## src/include/debug_wire_pkg.sv

```systemverilog
package debug_wire_pkg;

	// ----------------------------------------------------------------
	// widths
	// ----------------------------------------------------------------
	localparam int CNT_W  = 8;                 // width of every cycle counter
	localparam int DATA_W = 16;                // fetched data travels as a word

	// ----------------------------------------------------------------
	// timing counts, in serial clock cycles
	// ----------------------------------------------------------------
	localparam logic [CNT_W-1:0] BIT_CYC         = 8'h10; // cycles per serial bit
	localparam logic [CNT_W-1:0] ACK_LOW_CYC     = 8'h10; // acknowledge low time
	localparam logic [CNT_W-1:0] ACK_MIN_GAP     = 8'h20; // least gap, command end to ack
	localparam logic [CNT_W-1:0] SYNC_LOW_CYC    = 8'h80; // timed-reference low time
	localparam logic [CNT_W-1:0] SYNC_DELAY_CYC  = 8'h10; // wait for host speedup to end
	localparam logic [CNT_W-1:0] SHORT_ABORT_CYC = 8'h04; // least low time of a short abort
	localparam logic [CNT_W-1:0] CNT_MAX         = 8'hFF; // saturation of the low counter

	// ----------------------------------------------------------------
	// reset values
	// ----------------------------------------------------------------
	localparam logic HS_EN_RST = 1'b0;         // handshake off after reset

	// ----------------------------------------------------------------
	// command kinds handed over by the serial decoder
	// ----------------------------------------------------------------
	typedef enum logic [3:0] {
		cmd_hw_read,                            // hardware byte fetch
		cmd_hw_write,                           // hardware byte store
		cmd_fw_read,                            // firmware read
		cmd_fw_write,                           // firmware write
		cmd_halt,                               // enter background mode
		cmd_resume,                             // leave background mode
		cmd_resume_until_halt,                  // run until background re-entry
		single_step_cmd,                        // one application instruction
		cmd_hs_on,                              // handshake on
		cmd_hs_off                              // handshake off
	} cmd_kind_t;

endpackage

```

## src/core/debug_wire_ack_handshake.sv

```systemverilog
`timescale 1ns/1ps
// Function
// - ack is 16 low cycles plus speedup
// - ack no sooner than 32 after end
// - bits take 16 cycles, host falling edge
// - timed reference: 128 low plus speedup
// - stop before execution withholds the ack
// - byte fetch decoded, bus read, then ack
// - fetched data returned as whole word
// - target starts ack with falling edge
// - stop during arrival discards the command
// - long low aborts, timed reference follows
// - firmware access completes, ack cancelled
// - resume commands survive abort, ack dropped
// - short low of four cancels silently
// - next falling edge starts new command
// - handshake on/off by command, off reset
// - handshake-on command acknowledges itself
// - reads/writes ack after bus cycle completes
// - halt and resume ack on mode change
// - resume-until-halt acks on background entry
// - single step acks on return
module debug_wire_ack_handshake (
	input  wire logic                                clk_sys,
	input  wire logic                                sys_rst,
	input  wire logic                                debug_wire_pin_i,   // sensed pin level
	output logic                                     debug_wire_pin_o,   // driven level
	output logic                                     debug_wire_pin_oe,  // high while driving
	input  wire logic                                cmd_valid,          // command end pulse
	input  wire debug_wire_pkg::cmd_kind_t           cmd_kind,           // kind at cmd_valid
	input  wire logic                                cmd_rx_active,      // command arriving
	input  wire logic                                bus_done,           // access complete
	input  wire logic [debug_wire_pkg::DATA_W-1:0]   bus_rdata,          // word from memory
	input  wire logic                                bg_enter,           // entered background
	input  wire logic                                bg_exit,            // left background
	input  wire logic                                stop_entry,         // cpu enters stop
	input  wire logic                                sys_stop_entry,     // system stop reached
	output logic                                     bit_end,            // 16th tick of a bit
	output logic                                     new_cmd_start,      // first bit after abort
	output logic                                     soft_reset,         // discard partial command
	output logic                                     cmd_cancel,         // drop pending command
	output logic                                     cmd_dropped,        // command lost to stop
	output logic                                     bus_req,            // start byte fetch
	output logic [debug_wire_pkg::DATA_W-1:0]        rd_data,            // fetched word
	output logic                                     hs_enabled,         // handshake state
	output logic                                     ack_pending         // ack outstanding
);

	// ----------------------------------------------------------------
	// pin synchroniser and own-drive mask
	// ----------------------------------------------------------------
	logic       pin_meta_q;                        // first stage, read by second only
	logic       pin_sync_q;                        // second stage
	logic       pin_prev_q;                        // previous synced level
	logic [2:0] oe_hist_q;                         // recent drive, covers sync lag

	// two stages since the host runs on its own clock
	always_ff @(posedge clk_sys or posedge sys_rst) begin
		if (sys_rst) begin
			pin_meta_q <= 1'b1;
			pin_sync_q <= 1'b1;
			pin_prev_q <= 1'b1;
			oe_hist_q  <= 3'h0;
		end else begin
			pin_meta_q <= debug_wire_pin_i;
			pin_sync_q <= pin_meta_q;
			pin_prev_q <= pin_sync_q;
			oe_hist_q  <= {oe_hist_q[1:0], debug_wire_pin_oe};
		end
	end

	// ----------------------------------------------------------------
	// main state
	// ----------------------------------------------------------------
	typedef enum logic [2:0] {
		st_idle,                                   // pin released
		st_ack_low,                                // ack low drive
		st_ack_up,                                 // ack speedup
		st_sync_delay,                             // let host speedup end
		st_sync_low,                               // timed-reference low drive
		st_sync_up                                 // timed-reference speedup
	} state_t;

	state_t                                state_q, state_d;
	logic [debug_wire_pkg::CNT_W-1:0]      cnt_q, cnt_d;        // state timer
	logic [debug_wire_pkg::CNT_W-1:0]      lo_cnt_q, lo_cnt_d;  // host low length
	logic [debug_wire_pkg::CNT_W-1:0]      bit_cnt_q, bit_cnt_d; // bit timer
	logic [debug_wire_pkg::CNT_W-1:0]      since_q, since_d;    // cycles since command end
	debug_wire_pkg::cmd_kind_t             kind_q, kind_d;      // pending command kind
	logic                                  pend_q, pend_d;      // ack outstanding
	logic                                  done_q, done_d;      // completion seen
	logic                                  hs_q, hs_d;          // handshake enabled
	logic                                  drop_q, drop_d;      // swallow next command
	logic                                  aft_q, aft_d;        // abort seen, await edge
	logic                                  rdw_q, rdw_d;        // fetch outstanding
	logic [debug_wire_pkg::DATA_W-1:0]     rd_q, rd_d;
	logic                                  pin_o_d, pin_oe_d;
	logic                                  bit_end_d, new_cmd_d, soft_rst_d;
	logic                                  cancel_d, dropped_d, bus_req_d;
	logic                                  own;                 // own drive visible on pin
	logic                                  host_fall, host_rise;
	logic                                  sync_det, short_abort, abort_now;
	logic                                  accept, event_hit;

	// ----------------------------------------------------------------
	// next-state logic
	// ----------------------------------------------------------------
	always_comb begin
		own         = debug_wire_pin_oe | (|oe_hist_q);
		host_fall   = pin_prev_q & ~pin_sync_q & ~own;
		host_rise   = ~pin_prev_q & pin_sync_q & ~own;
		// long low then release counts as timed-reference request
		sync_det    = host_rise && (lo_cnt_q >= debug_wire_pkg::SYNC_LOW_CYC);
		// a shorter low of four cycles only cancels while an ack is awaited
		short_abort = pend_q && !own && !pin_sync_q
		              && (lo_cnt_q == debug_wire_pkg::SHORT_ABORT_CYC - 8'h01);
		abort_now   = sync_det | short_abort;
		// commands lost to stop never become pending
		accept      = cmd_valid && !drop_q && !stop_entry && cmd_kind != debug_wire_pkg::cmd_hs_off
		              && (hs_q || cmd_kind == debug_wire_pkg::cmd_hs_on);

		// completion event that matches the pending kind
		unique case (kind_q)
			debug_wire_pkg::cmd_hw_read,
			debug_wire_pkg::cmd_hw_write,
			debug_wire_pkg::cmd_fw_read,
			debug_wire_pkg::cmd_fw_write:          event_hit = bus_done;
			debug_wire_pkg::cmd_halt:              event_hit = bg_enter;
			debug_wire_pkg::cmd_resume:            event_hit = bg_exit;
			debug_wire_pkg::cmd_resume_until_halt: event_hit = bg_enter;
			debug_wire_pkg::single_step_cmd:       event_hit = bg_enter;
			default:                               event_hit = 1'b1;      // hs_on acks at once
		endcase

		state_d    = state_q;
		cnt_d      = cnt_q;
		kind_d     = kind_q;
		pend_d     = pend_q;
		done_d     = done_q | (pend_q & event_hit);
		hs_d       = hs_q;
		drop_d     = drop_q;
		aft_d      = aft_q;
		rdw_d      = rdw_q;
		rd_d       = rd_q;
		pin_o_d    = 1'b0;
		pin_oe_d   = 1'b0;
		new_cmd_d  = 1'b0;
		soft_rst_d = sync_det;                     // partial command discarded
		cancel_d   = 1'b0;
		dropped_d  = 1'b0;
		bus_req_d  = 1'b0;

		// host low length, saturating; cleared whenever the pin is high
		if (!pin_sync_q && !own) begin
			lo_cnt_d = (lo_cnt_q == debug_wire_pkg::CNT_MAX) ? lo_cnt_q : lo_cnt_q + 8'h01;
		end else begin
			lo_cnt_d = 8'h00;
		end

		// every bit runs sixteen cycles from the host edge
		bit_end_d = (bit_cnt_q == debug_wire_pkg::BIT_CYC - 8'h01);
		if (host_fall) begin
			bit_cnt_d = 8'h01;
		end else if (bit_cnt_q != 8'h00 && !bit_end_d) begin
			bit_cnt_d = bit_cnt_q + 8'h01;
		end else begin
			bit_cnt_d = 8'h00;
		end

		// gap since command end, saturating at the minimum
		since_d = (since_q >= debug_wire_pkg::ACK_MIN_GAP) ? since_q : since_q + 8'h01;

		// handshake on/off; system stop also turns it off
		if (cmd_valid && !drop_q && cmd_kind == debug_wire_pkg::cmd_hs_on) begin
			hs_d = 1'b1;
		end else if (cmd_valid && !drop_q && cmd_kind == debug_wire_pkg::cmd_hs_off) begin
			hs_d = 1'b0;
		end else if (sys_stop_entry) begin
			hs_d = 1'b0;
		end

		// byte fetch runs with or without the handshake
		if (cmd_valid && !drop_q && !stop_entry && cmd_kind == debug_wire_pkg::cmd_hw_read) begin
			bus_req_d = 1'b1;
			rdw_d     = 1'b1;
		end else if (rdw_q && bus_done) begin
			rd_d  = bus_rdata;                     // whole word, host picks the byte
			rdw_d = 1'b0;
		end

		// stop while a command arrives: swallow it
		if (stop_entry && cmd_rx_active) begin
			drop_d = 1'b1;
		end else if (cmd_valid && drop_q) begin
			drop_d    = 1'b0;
			dropped_d = 1'b1;
		end

		// pending flag; a new accept restarts the gap
		if (accept) begin
			pend_d  = 1'b1;
			done_d  = 1'b0;
			kind_d  = cmd_kind;
			since_d = 8'h01;                       // command end is this tick
		end else if (stop_entry && pend_q) begin
			pend_d    = 1'b0;                      // not executed, not pending
			done_d    = 1'b0;
			dropped_d = 1'b1;
		end else if (abort_now && pend_q) begin
			pend_d = 1'b0;
			done_d = 1'b0;
			// only hardware accesses are withdrawn; firmware and run commands go on
			cancel_d = (kind_q == debug_wire_pkg::cmd_hw_read)
			           || (kind_q == debug_wire_pkg::cmd_hw_write);
		end

		// next host edge after an abort starts a fresh command
		if (abort_now) begin
			aft_d = 1'b1;
		end else if (aft_q && host_fall) begin
			aft_d     = 1'b0;
			new_cmd_d = 1'b1;
		end

		// pin driver sequencing
		unique case (state_q)
			st_idle: begin
				if (sync_det) begin
					state_d = st_sync_delay;
					cnt_d   = 8'h00;
				// a fresh accept in this cycle wins; the old ack is not started
				end else if (pend_q && done_q && !accept && !abort_now && !stop_entry && pin_sync_q
				             && !own && since_q >= debug_wire_pkg::ACK_MIN_GAP) begin
					state_d  = st_ack_low;
					cnt_d    = 8'h00;
					pend_d   = 1'b0;
					done_d   = 1'b0;
					pin_oe_d = 1'b1;               // target makes the falling edge
				end
			end
			st_ack_low: begin
				pin_oe_d = 1'b1;
				if (cnt_q == debug_wire_pkg::ACK_LOW_CYC - 8'h01) begin
					state_d = st_ack_up;
					pin_o_d = 1'b1;
				end else begin
					cnt_d = cnt_q + 8'h01;
				end
			end
			st_ack_up: begin
				state_d = st_idle;                 // one-cycle speedup ends the ack
			end
			st_sync_delay: begin
				if (cnt_q == debug_wire_pkg::SYNC_DELAY_CYC - 8'h01) begin
					state_d  = st_sync_low;
					cnt_d    = 8'h00;
					pin_oe_d = 1'b1;
				end else begin
					cnt_d = cnt_q + 8'h01;
				end
			end
			st_sync_low: begin
				pin_oe_d = 1'b1;
				if (cnt_q == debug_wire_pkg::SYNC_LOW_CYC - 8'h01) begin
					state_d = st_sync_up;
					pin_o_d = 1'b1;
				end else begin
					cnt_d = cnt_q + 8'h01;
				end
			end
			st_sync_up: begin
				state_d = st_idle;
			end
		endcase
	end

	// ----------------------------------------------------------------
	// state registers
	// ----------------------------------------------------------------
	always_ff @(posedge clk_sys or posedge sys_rst) begin
		if (sys_rst) begin
			state_q           <= st_idle;
			cnt_q             <= 8'h00;
			lo_cnt_q          <= 8'h00;
			bit_cnt_q         <= 8'h00;
			since_q           <= 8'h00;
			kind_q            <= debug_wire_pkg::cmd_hs_on;
			pend_q            <= 1'b0;
			done_q            <= 1'b0;
			hs_q              <= debug_wire_pkg::HS_EN_RST;
			drop_q            <= 1'b0;
			aft_q             <= 1'b0;
			rdw_q             <= 1'b0;
			rd_q              <= 16'h0000;
			debug_wire_pin_o  <= 1'b0;
			debug_wire_pin_oe <= 1'b0;
			bit_end           <= 1'b0;
			new_cmd_start     <= 1'b0;
			soft_reset        <= 1'b0;
			cmd_cancel        <= 1'b0;
			cmd_dropped       <= 1'b0;
			bus_req           <= 1'b0;
		end else begin
			state_q           <= state_d;
			cnt_q             <= cnt_d;
			lo_cnt_q          <= lo_cnt_d;
			bit_cnt_q         <= bit_cnt_d;
			since_q           <= since_d;
			kind_q            <= kind_d;
			pend_q            <= pend_d;
			done_q            <= done_d;
			hs_q              <= hs_d;
			drop_q            <= drop_d;
			aft_q             <= aft_d;
			rdw_q             <= rdw_d;
			rd_q              <= rd_d;
			debug_wire_pin_o  <= pin_o_d;
			debug_wire_pin_oe <= pin_oe_d;
			bit_end           <= bit_end_d;
			new_cmd_start     <= new_cmd_d;
			soft_reset        <= soft_rst_d;
			cmd_cancel        <= cancel_d;
			cmd_dropped       <= dropped_d;
			bus_req           <= bus_req_d;
		end
	end

	// status straight from flip-flops
	assign rd_data     = rd_q;
	assign hs_enabled  = hs_q;
	assign ack_pending = pend_q;

	// ----------------------------------------------------------------
	// checks
	// ----------------------------------------------------------------
	a_ack_low_len: assert property (@(posedge clk_sys) disable iff (sys_rst)
		$rose(state_q == st_ack_low) |-> (debug_wire_pin_oe && !debug_wire_pin_o)[*8]
		##1 (debug_wire_pin_oe && !debug_wire_pin_o)[*8]
		##1 (debug_wire_pin_oe && debug_wire_pin_o) ##1 !debug_wire_pin_oe)
		else $error("ack low drive length wrong");

	a_ack_min_gap: assert property (@(posedge clk_sys) disable iff (sys_rst)
		$rose(state_q == st_ack_low) |-> $past(since_q) >= debug_wire_pkg::ACK_MIN_GAP)
		else $error("ack started too soon after command end");

	a_bit_tick: assert property (@(posedge clk_sys) disable iff (sys_rst)
		bit_end |-> $past(host_fall, 16))
		else $error("bit end not sixteen cycles after host edge");

	a_sync_low_len: assert property (@(posedge clk_sys) disable iff (sys_rst)
		$fell(state_q == st_sync_low) |-> state_q == st_sync_up
		&& $past(cnt_q) == debug_wire_pkg::SYNC_LOW_CYC - 8'h01 ##1 state_q == st_idle)
		else $error("timed reference pulse length wrong");

	a_stop_no_ack: assert property (@(posedge clk_sys) disable iff (sys_rst)
		stop_entry && state_q == st_idle |=> !ack_pending && state_q != st_ack_low)
		else $error("ack survived stop entry");

	a_ack_edge_low: assert property (@(posedge clk_sys) disable iff (sys_rst)
		$rose(debug_wire_pin_oe) && state_q == st_ack_low |-> !debug_wire_pin_o)
		else $error("ack did not start with a low drive");

	a_abort_clears: assert property (@(posedge clk_sys) disable iff (sys_rst)
		abort_now && !accept |=> !ack_pending ##1 state_q != st_ack_low)
		else $error("abort left an ack pending");

	a_sync_follows: assert property (@(posedge clk_sys) disable iff (sys_rst)
		sync_det && state_q == st_idle |-> ##17 $rose(state_q == st_sync_low))
		else $error("timed reference did not follow long low");

	a_new_cmd_edge: assert property (@(posedge clk_sys) disable iff (sys_rst)
		aft_q && !abort_now && host_fall |=> new_cmd_start)
		else $error("first edge after abort not flagged");

	a_hs_off_cmd: assert property (@(posedge clk_sys) disable iff (sys_rst)
		cmd_valid && !drop_q && cmd_kind == debug_wire_pkg::cmd_hs_off |=> !hs_enabled)
		else $error("handshake still on after off command");

endmodule

```

## config.mk

```make
export PLATFORM = sky130hd
export DESIGN_NAME = debug_wire_ack_handshake
export DESIGN_NICKNAME = d
export VERILOG_FILES = /design/src/include/debug_wire_pkg.sv /design/src/core/debug_wire_ack_handshake.sv
export SDC_FILE = /design/constraint.sdc
export NUM_CORES = 1
export LEC_CHECK = 0
export ABC_AREA = 1
export BUFFER_PORTS_ARGS = -buffer_cell sky130_fd_sc_hd__buf_2
export CORE_ASPECT_RATIO = 1.4
export CORE_MARGIN = 2
export CORE_UTILIZATION = 30
export DETAILED_ROUTE_END_ITERATION = 10
export GPL_TIMING_DRIVEN = 0
export SLEW_MARGIN = 30
export SYNTH_ARGS = -nofsm -noshare
export SYNTH_HDL_FRONTEND = slang
export SYNTH_SLANG_ARGS = --single-unit
```

## constraint.sdc

```tcl
create_clock -name clk_sys -period 4.1 [get_ports clk_sys]
set_clock_uncertainty 0.05 [all_clocks]
set_input_delay 0.205 -clock clk_sys [delete_from_list [all_inputs] [get_ports clk_sys]]
set_output_delay 0.205 -clock clk_sys [all_outputs]
set_load 0.03 [all_outputs]
```

==> run metrics, run 1 <==
DR WL/cell 11.7 microns; ant diodes 0; total die area 0.0127 sq mm; minimum setup slack after placement 2.18 ns; aggregate global routing overflow 0; net count reported at finish 501; maximum number of pins on one net before global-route repair 43; PnR Total Power 1.90 mW; design area 0.00434 sq mm; upper clock frequency limit 524 MHz; Slew Limit Fails 0; number of standard cells after synthesis 395; startpoint type of the worst setup path flip-flop; first-pass GRT wire length 12200 microns; share of post-route cells with drive strength above 1 0.217; crit end category flip-flop; CTS root buf sky130_fd_sc_hd__clkbuf_16; cells along the critical path nand3b_1 -> nor2_1 -> nor2_1 -> nand2_1 -> nand2_2 -> nand3_4 -> nand2_1 -> nand2_1; Max transition margin 0.652; data required time of the critical path 4.27 ns; post-route setup TNS 0 ns; drt pass-1 iters 4; sequential share of the synthesized area 0.531; clock latency on the worst-skew pair 0.33 ns; Crit path largest cell delay 0.55 ns; slew at the pin with the worst max-slew slack 0.522 ns; maximum buffer depth of the clock tree 2; Setup-failing EPs final 0; final wirelength 7200 microns; DRC viols 0; reported max-cap violation count 0; row count 47; Post-DP HPWL 5350 microns; Post-CTS Resized 0; number of placed cells counting well taps 598; biggest fanout along the worst timing path 10; start-to-end type of the worst setup path flip-flop to flip-flop; RSZ-0062 raised after global routing false; via count of the routed design 2853; starting density of the core 0.303; Die Height 133 microns; standby leakage power 2.15 nW; Post-Syn Area 0.00355 sq mm; final core occ 0.371; first-iteration detailed-routing DRC count 107; Worst path slowest cell sky130_fd_sc_hd__dfstp_2; Top Ports 56; Worst path top cell family by delay simple AND/OR/NAND/NOR gates; hold buffer count at CTS 2; Post-CTS Setup Bufs 0; commonest cells after routing, fill and taps aside 76 x sky130_fd_sc_hd__nand2_1, 71 x sky130_fd_sc_hd__dfrtp_1, 58 x sky130_fd_sc_hd__buf_2; count of final hold-check violations 0; Core ar. 0.0117 sq mm; number of global-route vias before repair 2801; worst min-delay path category primary input to flip-flop; fin worst setup slack 2.19 ns; count of buffering cells on the critical path with inverters included 0; fill cell instance count of the final layout 1205; power density over the cells 439 mW/mm^2; overall track demand over capacity in global routing 0.122; arrival time of the worst setup path 2.08 ns; placed inst area 0.00403 sq mm; number of nets with antenna violations after detailed routing 0; CTS sink cnt 75; Reg2Reg Setup Slack 2.19 ns; number of flip-flops and latches in the synthesized netlist 75; final critical delay including setup and external delays 1.91 ns; I/O Buffers 55; IR drop worst, VDD 0.177 mV; number of antenna violations at the first check in global routing 0; crit share post-route 0.466; count of distinct cell types in the synthesized netlist 33; worst hold slack across all endpoints 0.0322 ns; number of warnings reported in the yosys synthesis log 0; crit-path most repeated cell sky130_fd_sc_hd__nand2_1; CTS clock-pin slew for the worst setup and hold paths 0.06 ns; Post-Syn Area per Cell 8.98 sq um; number of nets in the synthesized netlist 432; placer congestion estimate 0.843; Vias/cell 4.63; most common library cell in the layout ignoring fill and taps sky130_fd_sc_hd__nand2_1; number of standard cells in the final layout excluding fillers 616; CTS tree yes; width of the die 95.9 microns; outcome finished, final reports clean; clock buffers created by TritonCTS 9; area growth from synthesis to final layout 22.3%; H-tree lvl count 3
## layout make-up
| class | count | area (sq um) | share of cell area |
|---|---|---|---|
| well taps | 147 | 184 | 0.0424 |
| clock inverters | 3 | 40.0 | 0.00923 |
| repair buffers | 58 | 315 | 0.0727 |
| flip-flops and latches | 75 | 1880 | 0.434 |
| plain buffers | 5 | 33.8 | 0.00779 |
| inverters | 58 | 220 | 0.0508 |
| clock buffers | 13 | 250 | 0.0577 |
| multi-input cells | 257 | 1410 | 0.326 |
## where the power goes
part	leakage [nW]	switching (mW)	total (mW)	internal, mW
Sequential	0.945	0.0398	0.864	0.824
Clock	0.144	0.284	0.770	0.486
Combinational	1.07	0.177	0.269	0.0926
Total	2.15	0.500	1.90	1.40
## metal layers
| layer | up-vias | track usage | share of wire |
|---|---|---|---|
| li1 | 1426 | - | - |
| met1 | 1347 | 0.134 | 0.41 |
| met2 | 67 | 0.207 | 0.52 |
| met3 | 13 | 0.0330 | 0.050 |
| met4 | 0 | 0.0706 | 0.023 |
| met5 | - | 0 | 0 |
## registers in the layout, indices dropped and copies added, names as in the netlist, 3 cells and up
name,flops
lo_cnt_q,8
bit_cnt_q,8
oe_hist_q,3
since_q,8
cnt_q,8
rd_data,16
state_q,3
kind_q,4
## cell usage after synthesis
| cell | count | area, sq um |
|---|---|---|
| sky130_fd_sc_hd__dfrtp_1 | 71 | 1780 |
| sky130_fd_sc_hd__nor2_1 | 42 | 158 |
| sky130_fd_sc_hd__inv_2 | 14 | 52.6 |
| sky130_fd_sc_hd__a211oi_1 | 3 | 22.5 |
| sky130_fd_sc_hd__nand4_1 | 16 | 100 |
| sky130_fd_sc_hd__buf_2 | 3 | 15.0 |
| sky130_fd_sc_hd__or2_2 | 1 | 6.26 |
| sky130_fd_sc_hd__nor2_2 | 2 | 12.5 |
| sky130_fd_sc_hd__or2_1 | 1 | 6.26 |
| sky130_fd_sc_hd__o21ai_1 | 13 | 65.1 |
| sky130_fd_sc_hd__buf_6 | 1 | 11.3 |
| sky130_fd_sc_hd__nand3_4 | 1 | 17.5 |
| sky130_fd_sc_hd__inv_1 | 44 | 165 |
| sky130_fd_sc_hd__nor4_1 | 1 | 6.26 |
| sky130_fd_sc_hd__nand4_4 | 1 | 21.3 |
| sky130_fd_sc_hd__buf_4 | 1 | 7.51 |
| sky130_fd_sc_hd__xnor2_1 | 3 | 26.3 |
| sky130_fd_sc_hd__nor3b_1 | 2 | 15.0 |
| sky130_fd_sc_hd__o211ai_1 | 2 | 15.0 |
| sky130_fd_sc_hd__nand3_2 | 1 | 10.0 |
| sky130_fd_sc_hd__or2_0 | 1 | 6.26 |
| sky130_fd_sc_hd__dfstp_2 | 4 | 105 |
| sky130_fd_sc_hd__o21ai_0 | 11 | 55.1 |
| sky130_fd_sc_hd__nor2_8 | 1 | 20.0 |
| sky130_fd_sc_hd__nand2_2 | 2 | 12.5 |
| sky130_fd_sc_hd__nand2_1 | 76 | 285 |
| sky130_fd_sc_hd__ha_1 | 7 | 87.6 |
| sky130_fd_sc_hd__xor2_1 | 3 | 26.3 |
| sky130_fd_sc_hd__mux2_1 | 16 | 180 |
| sky130_fd_sc_hd__a21oi_1 | 20 | 100 |
| sky130_fd_sc_hd__nand3b_1 | 1 | 7.51 |
| sky130_fd_sc_hd__nor3_1 | 9 | 45.0 |
| sky130_fd_sc_hd__nand3_1 | 21 | 105 |
## cell families (layout without fill, tap and decap cells)
family / after synthesis / after routing / synth area share
AO/OA/AOI/OAI: 49 / 49 / 0.0727
XOR/XNOR: 6 / 6 / 0.0148
adder cells (fa/ha/maj): 7 / 7 / 0.0247
buffers and inverters: 63 / 137 / 0.0709
flip-flops: 75 / 75 / 0.531
multiplexers: 16 / 16 / 0.0508
AND/OR/NAND/NOR: 179 / 179 / 0.235
## final timing paths
check,startpoint,endpoint,cells past startpoint
max,pin_sync_q,cnt_q[2],8
min,bus_rdata[8],rd_data[8],2
max reg2reg,pin_sync_q,cnt_q[2],8
min reg2reg,pin_meta_q,pin_sync_q,0
max in group asynchronous,sys_rst,pin_meta_q,4
min in group asynchronous,sys_rst,rd_data[7],3
## worst reg2reg max path, cell delays in order, from the launching register on
cell,delay [ns]
sky130_fd_sc_hd__dfstp_2,0.55
sky130_fd_sc_hd__nand3b_1,0.27
sky130_fd_sc_hd__nor2_1,0.09
sky130_fd_sc_hd__nor2_1,0.23
sky130_fd_sc_hd__nand2_1,0.10
sky130_fd_sc_hd__nand2_2,0.20
sky130_fd_sc_hd__nand3_4,0.16
sky130_fd_sc_hd__nand2_1,0.09
sky130_fd_sc_hd__nand2_1,0.05
(Power assumes the default switching activity.)
==> inputs of run 2 (changes only) <==
==> constraint.sdc (replaced) <==
create_clock -name clk_sys -period 1.75 [get_ports clk_sys]
set_clock_uncertainty 0.05 [all_clocks]
set_input_delay 0.0875 -clock clk_sys [delete_from_list [all_inputs] [get_ports clk_sys]]
set_output_delay 0.0875 -clock clk_sys [all_outputs]
set_load 0.03 [all_outputs]
==> run 2 against run 1 <==
Net effect: sequential share of layout area is 3.6 points lower; first-iteration DRC count increased by 22%; clock power is 140% higher; worst setup slack worse by 2.1 ns; clock-buffer cell count increased by 1; critical path depth is 1 lower; global-route usage increased by 0.29 points; total power rose by 140%; critical path type unchanged; critical endpoint is now rd_data[8]; largest cell class unchanged.
==> run metrics, run 2 (synthesized netlist as in run 1, its figures left out) <==
outcome finished, final reports clean; CTS clock-pin slew for the worst setup and hold paths 0.06 ns (about the same); area of the multi-input gates 0.00146 sq mm (+3.4%); Vias/cell 4.61 (-0.55%); Setup-failing EPs final 0 (unchanged); ant diodes 0 (unchanged); DR WL/cell 11.7 microns (about the same); beginning of the critical path drop_q; Switching Power 1.19 mW (+140%); most common library cell in the layout ignoring fill and taps sky130_fd_sc_hd__nand2_1; number of nets with antenna violations after detailed routing 0 (unchanged); data required time of the critical path 1.91 ns (-2.36 ns); clock power share 0.403 (-0.002); width of the die 95.9 microns (unchanged); reported max-cap violation count 0 (unchanged); area growth from synthesis to final layout 33.4%; Post-DP HPWL 5340 microns (-0.17%); proportion of total power due to net switching 0.261 (-0.00208); arrival time of the worst setup path 1.82 ns (-0.26 ns); share of post-route cells with drive strength above 1 0.243 (+0.0251); net count reported at finish 535 (+6.8%); placer congestion estimate 0.815 (-3.3%); maximum buffer depth of the clock tree 2 (unchanged); area occupied by registers 0.00188 sq mm (about the same); total die area 0.0127 sq mm (unchanged); Top Ports 56 (unchanged); final critical delay including setup and external delays 1.66 ns (-0.250 ns); standby leakage power 2.30 nW (+6.9%); aggregate global routing overflow 0 (unchanged); critical path endpoint rd_data[8]; biggest fanout along the worst timing path 10 (unchanged); CTS tree yes; final wirelength 7600 microns (+5.5%); Core ar. 0.0117 sq mm (unchanged); DRC viols 0 (unchanged); cells along the critical path inv_1 -> nand2_1 -> nor2_2 -> nand4_1 -> nand3_4 -> buf_6 -> mux2_1; crit share post-route 0.948 (+0.482); start-to-end type of the worst setup path flip-flop to flip-flop; H-tree lvl count 3 (unchanged); Reg2Reg Launch Point drop_q; RSZ-0062 raised after global routing true; number of placed cells counting well taps 599 (+0.17%); number of standard cells in the final layout excluding fillers 650 (+5.5%); post-route setup TNS 0 ns (unchanged); power density over the cells 964 mW/mm^2 (+120%); clock latency on the worst-skew pair 0.33 ns (about the same); IR drop worst, VDD 0.352 mV (+99%); I/O Buffers 55 (unchanged); worst min-delay path category primary input to flip-flop; CTS root buf sky130_fd_sc_hd__clkbuf_16; Max transition margin 0.648 (-0.00450); commonest cells after routing, fill and taps aside 74 x sky130_fd_sc_hd__nand2_1, 70 x sky130_fd_sc_hd__dfrtp_1, 58 x sky130_fd_sc_hd__buf_2; clock buffers created by TritonCTS 9 (unchanged); first-pass GRT wire length 12500 microns (+2.1%); number of flip-flops in the largest register 16 (unchanged); Slew Limit Fails 0 (unchanged); CTS sink cnt 75 (unchanged); Internal Power 3.37 mW (+140%); Worst R2R Path Depth 7 (-1); Crit path largest cell delay 0.38 ns (-0.17 ns); starting density of the core 0.303 (unchanged); Worst path slowest cell sky130_fd_sc_hd__dfrtp_1; slew at the pin with the worst max-slew slack 0.528 ns (+0.00564 ns); Reg2Reg Setup Slack 0.09 ns (-2.10 ns); overall track demand over capacity in global routing 0.125 (+0.00292); fraction of power consumed by combinational cells 0.152 (+0.010); first-iteration detailed-routing DRC count 131 (+22%); number of antenna violations at the first check in global routing 0 (unchanged); Die Height 133 microns (unchanged); fill cell instance count of the final layout 1149 (-4.6%); worst hold slack across all endpoints 0.0334 ns (+0.00111 ns); startpoint type of the worst setup path flip-flop; drt pass-1 iters 4 (unchanged); Flop pwr share 0.445 (-0.009); number of global-route vias before repair 2911 (+3.9%); capturing point of the worst reg2reg path rd_data[8]; maximum number of pins on one net before global-route repair 30 (-30%); upper clock frequency limit 603 MHz (+15%); count of final hold-check violations 0 (unchanged); row count 47 (unchanged); crit end category flip-flop; via count of the routed design 2994 (+4.9%)
==> run 2: cell count changes in the layout (fill, tap and decap cells not counted), sizes merged <==
cell / previous run / this run
inv: 58 / 57
clkinvlp: 0 / 1
clkbuf: 13 / 14
clkinv: 2 / 1
buf: 61 / 70
dlygate4sd3: 2 / 27
==> run 2: worst min path at each step <==
stage	start	endpoint	slack (ns)	depth (start not counted)
floorplan	debug_wire_pin_i	pin_meta_q	0.04	0
global placement	debug_wire_pin_i	pin_meta_q	0.16	1
detailed placement	sys_rst	kind_q[1]	0.11	2
CTS	stop_entry	cmd_dropped	0.02	3
global route	stop_entry	cmd_dropped	0.04	3
finish	stop_entry	cmd_dropped	0.03	3
==> run 2: worst max-delay path, delay by kind of cell, from the launching register on <==
family        cells  cell delay, ns
simple gates      4            0.55
flops             1            0.38
mux               1            0.34
buf+inv           2            0.22
==> run 2: repair_timing <==
action / in CTS / in global routing
resized for setup: 4 / 15
buffers inserted: 3 / 5
setup endpoints to repair: 25 / 37
hold buffers: 27 / 0
pin swaps: 2 / 6
hold endpoints to repair: 44 / 0
==> run 2: cell type report <==
class                           instances  share of cell area
Sequential cell                        75               0.398
Timing Repair Buffer                   92               0.136
Inverter                               58              0.0468
Clock inverter                          2             0.00741
Multi-Input combinational cell        257               0.309
Buffer                                  5             0.00793
Tap cell                              147              0.0389
Clock buffer                           14              0.0558
==> run 2: power by group through the flow <==
| stage | Clock, mW | Sequential, mW | Combinational, mW |
|---|---|---|---|
| global route | 1.97 | 2.05 | 0.770 |
| CTS | 1.90 | 2.03 | 0.700 |
| finish | 1.84 | 2.03 | 0.694 |
| floorplan | 0 | 2.23 | 0.246 |
| detailed placement | 0 | 2.06 | 0.643 |
| global placement | 0 | 2.05 | 0.610 |
==> run 2: per-layer routing <==
layer | vias to the layer above | GRT usage | share of wire
li1 | 1493 | - | -
met1 | 1408 | 0.134 | 0.40
met2 | 75 | 0.220 | 0.53
met3 | 18 | 0.0347 | 0.044
met4 | 0 | 0.0611 | 0.028
met5 | - | 0 | 0
==> run 2: through the flow <==
stage	util	area (sq um)	power, mW	setup slack (ns)
global route	0.404	4730	4.79	-0.0761
floorplan	-	3550	2.48	0.0569
global placement	0.343	4010	2.66	-0.146
CTS	0.398	4660	4.62	0.00900
finish	0.404	4730	4.56	0.0914
detailed placement	0.346	4050	2.70	-0.151
==> inputs of run 3 (changes only) <==
--- a/config.mk
+++ b/config.mk
@@ -5,7 +5,6 @@
 export SDC_FILE = /design/constraint.sdc
 export NUM_CORES = 1
 export LEC_CHECK = 0
-export ABC_AREA = 1
 export BUFFER_PORTS_ARGS = -buffer_cell sky130_fd_sc_hd__buf_2
 export CORE_ASPECT_RATIO = 1.4
 export CORE_MARGIN = 2
==> constraint.sdc (replaced) <==
create_clock -name clk_sys -period 1.85 [get_ports clk_sys]
set_clock_uncertainty 0.05 [all_clocks]
set_input_delay 0.0925 -clock clk_sys [delete_from_list [all_inputs] [get_ports clk_sys]]
set_output_delay 0.0925 -clock clk_sys [all_outputs]
set_load 0.03 [all_outputs]
==> run 3 against run 2 <==
Net effect: the flow now finishes with violations (negative setup slack); final cell count decreased by 15%; synthesized cell count decreased by 23%; synthesized area decreased by 5.8%; wire length decreased by 0.99%; worst setup slack got worse by 0.37 ns.
==> run metrics, run 3 <==
PnR Total Power 6.12 mW (+34%); placer congestion estimate 0.795 (-2.5%); beginning of the critical path cnt_q[4]; origin of the worst min-delay path cmd_valid; DR WL/cell 13.6 microns (+16%); Top Ports 56 (unchanged); via count of the routed design 2651 (-11%); CTS root buf sky130_fd_sc_hd__clkbuf_16; number of standard cells in the final layout excluding fillers 554 (-15%); maximum number of pins on one net before global-route repair 28 (-6.7%); ant diodes 0 (unchanged); H-tree lvl count 3 (unchanged); crit share post-route 1.15 (+0.204); arrival time of the worst setup path 2.33 ns (+0.51 ns); final wirelength 7520 microns (-0.99%); number of antenna violations at the first check in global routing 0 (unchanged); cell taking the most area after synthesis sky130_fd_sc_hd__dfrtp_1; data required time of the critical path 2.05 ns (+0.14 ns); first-iteration detailed-routing DRC count 95 (-27%); total die area 0.0120 sq mm (-5.5%); IR drop worst, VDD 0.719 mV (+100%); power density over the cells 1300 mW/mm^2 (+35%); crit end category flip-flop; Post-Syn Area per Cell 11.0 sq um (+22%); Die Height 129 microns (-2.8%); starting density of the core 0.308 (+0.00454); CTS tree yes; placed inst area 0.00386 sq mm (-4.6%); sequential share of the synthesized area 0.563 (+0.0324); number of warnings reported in the yosys synthesis log 0 (unchanged); number of nets in the synthesized netlist 341 (-21%); CTS sink cnt 75 (unchanged); number of nets with antenna violations after detailed routing 0 (unchanged); final critical delay including setup and external delays 2.13 ns (+0.472 ns); clock buffers created by TritonCTS 9 (unchanged); row count 45 (-4.3%); minimum setup slack after placement -0.344 ns (-0.193 ns); Max transition margin 0.608 (-0.0395); share of post-route cells with drive strength above 1 0.337 (+0.0940); start-to-end type of the worst setup path flip-flop to flip-flop; CTS clock-pin slew for the worst setup and hold paths 0.06 ns (about the same); drt pass-1 iters 4 (unchanged); upper clock frequency limit 469 MHz (-22%); DRC viols 0 (unchanged); startpoint type of the worst setup path flip-flop; most common library cell in the layout ignoring fill and taps sky130_fd_sc_hd__dfrtp_1; design area 0.00469 sq mm (-0.77%); Post-Syn Area 0.00334 sq mm (-5.8%); share of flip-flops with an asynchronous set or reset 1.00 (unchanged); count of distinct cell types in the synthesized netlist 47 (+42%); overall track demand over capacity in global routing 0.133 (+0.00822); number of flip-flops and latches in the synthesized netlist 75 (unchanged); net count reported at finish 446 (-17%); Post-DP HPWL 5110 microns (-4.3%); number of global-route vias before repair 2719 (-6.6%); Vias/cell 4.79 (+3.9%); count of final hold-check violations 0 (unchanged); fin worst setup slack -0.281 ns (-0.372 ns); width of the die 93.2 microns (-2.8%); most common flop cell mapped by yosys sky130_fd_sc_hd__dfrtp_1; maximum buffer depth of the clock tree 2 (unchanged); post-route setup TNS -2.07 ns (-2.07 ns); Slew Limit Fails 0 (unchanged); Core ar. 0.0109 sq mm (-7.1%); reported max-cap violation count 0 (unchanged); outcome finished with violations; biggest fanout along the worst timing path 8 (-2); slew at the pin with the worst max-slew slack 0.587 ns (+0.0592 ns); RSZ-0062 raised after global routing true; first-pass GRT wire length 12400 microns (-0.94%); Setup-failing EPs final 9 (+9); number of placed cells counting well taps 502 (-16%); cell with the most instances after synthesis sky130_fd_sc_hd__dfrtp_1; I/O Buffers 55 (unchanged); number of standard cells after synthesis 304 (-23%); standby leakage power 2.15 nW (-6.8%); Reg2Reg Launch Point cnt_q[4]; commonest cells after routing, fill and taps aside 70 x sky130_fd_sc_hd__dfrtp_1, 55 x sky130_fd_sc_hd__buf_2, 31 x sky130_fd_sc_hd__nor2_1; aggregate global routing overflow 0 (unchanged); Yosys top cell area share 0.532 (+0.0306); top area cells in the synthesized netlist sky130_fd_sc_hd__dfrtp_1 53%, sky130_fd_sc_hd__mux2_2 7.7%, sky130_fd_sc_hd__nor2_1 3.6%; number of flip-flops in the largest register 16 (unchanged); number of flops mapped to enable cells by yosys 0 (unchanged); most instantiated cells after synthesis 71 x sky130_fd_sc_hd__dfrtp_1, 32 x sky130_fd_sc_hd__nor2_1, 23 x sky130_fd_sc_hd__mux2_2, 18 x sky130_fd_sc_hd__inv_1, 17 x sky130_fd_sc_hd__nand2_1; area growth from synthesis to final layout 40.5%; worst min-delay path category primary input to flip-flop; clock latency on the worst-skew pair 0.33 ns (about the same); failing checks negative setup slack
[run 3: final timing paths]
kind	endpoint	slack, ns	depth (start not counted)
max	cnt_q[3]	-0.28	6
min	cmd_dropped	0.03	2
max reg2reg	cnt_q[3]	-0.28	6
min reg2reg	pin_sync_q	0.31	0
max in group asynchronous	pin_sync_q	0.80	4
min in group asynchronous	rd_data[2]	0.35	3
[run 3: cells by family (layout without fill, tap and decap cells)]
| group | Yosys count | count (layout) | synth area share |
|---|---|---|---|
| AND/OR/NAND/NOR | 109 | 109 | 0.168 |
| flip-flops | 75 | 75 | 0.563 |
| AO/OA/AOI/OAI | 50 | 50 | 0.0947 |
| buffers and inverters | 25 | 134 | 0.0303 |
| multiplexers | 24 | 24 | 0.0805 |
| XOR/XNOR | 14 | 14 | 0.0367 |
| adder cells (fa/ha/maj) | 7 | 7 | 0.0262 |
[run 3: metrics by stage]
step,hold WS (ns),utilization
final,0.0299,0.432
after global routing,0.0369,0.432
after CTS,0.0100,0.420
after detailed placement,0.139,0.356
after global placement,0.149,0.352
after floorplan,0.0470,-
[run 3: cell type report]
cell class                      count  area (sq um)
Clock inverter                      4          98.8
Inverter                           18          71.3
Sequential cell                    75          1880
Tap cell                          141           176
Buffer                              6          33.8
Timing Repair Buffer               95           668
Multi-Input combinational cell    204          1520
Fill cell                        1019          6170
Clock buffer                       11           243
[run 3: routing by layer]
| metal | track usage | up-vias | wire length, microns |
|---|---|---|---|
| met2 | 0.243 | 42 | 4180 |
| li1 | - | 1282 | - |
| met3 | 0.0234 | 16 | 161 |
| met1 | 0.139 | 1311 | 2950 |
| met5 | 0 | - | 0 |
| met4 | 0.0865 | 0 | 236 |
[run 3: worst max-delay path: stages (launching register included)]
cell and delay, ns:
sky130_fd_sc_hd__dfrtp_1 0.38, sky130_fd_sc_hd__or4_4 0.54, sky130_fd_sc_hd__or3_4 0.39, sky130_fd_sc_hd__mux2_2 0.26, sky130_fd_sc_hd__o211a_1 0.12, sky130_fd_sc_hd__buf_6 0.14
sky130_fd_sc_hd__a31oi_1 0.17
[run 3: power breakdown]
group	leakage [nW]	internal [mW]	switching [mW]
clock	0.166	1.35	0.648
sequential	0.948	2.04	0.322
combinational	1.03	0.775	0.978
total	2.15	4.17	1.95
[run 3: repair_timing]
action                     in CTS  in global routing
resized for setup              12                 19
pin swaps                       7                  8
hold endpoints to repair       47                  0
hold buffers                   27                  0
setup buffers                   6                  5
setup endpoints to repair      29                 40
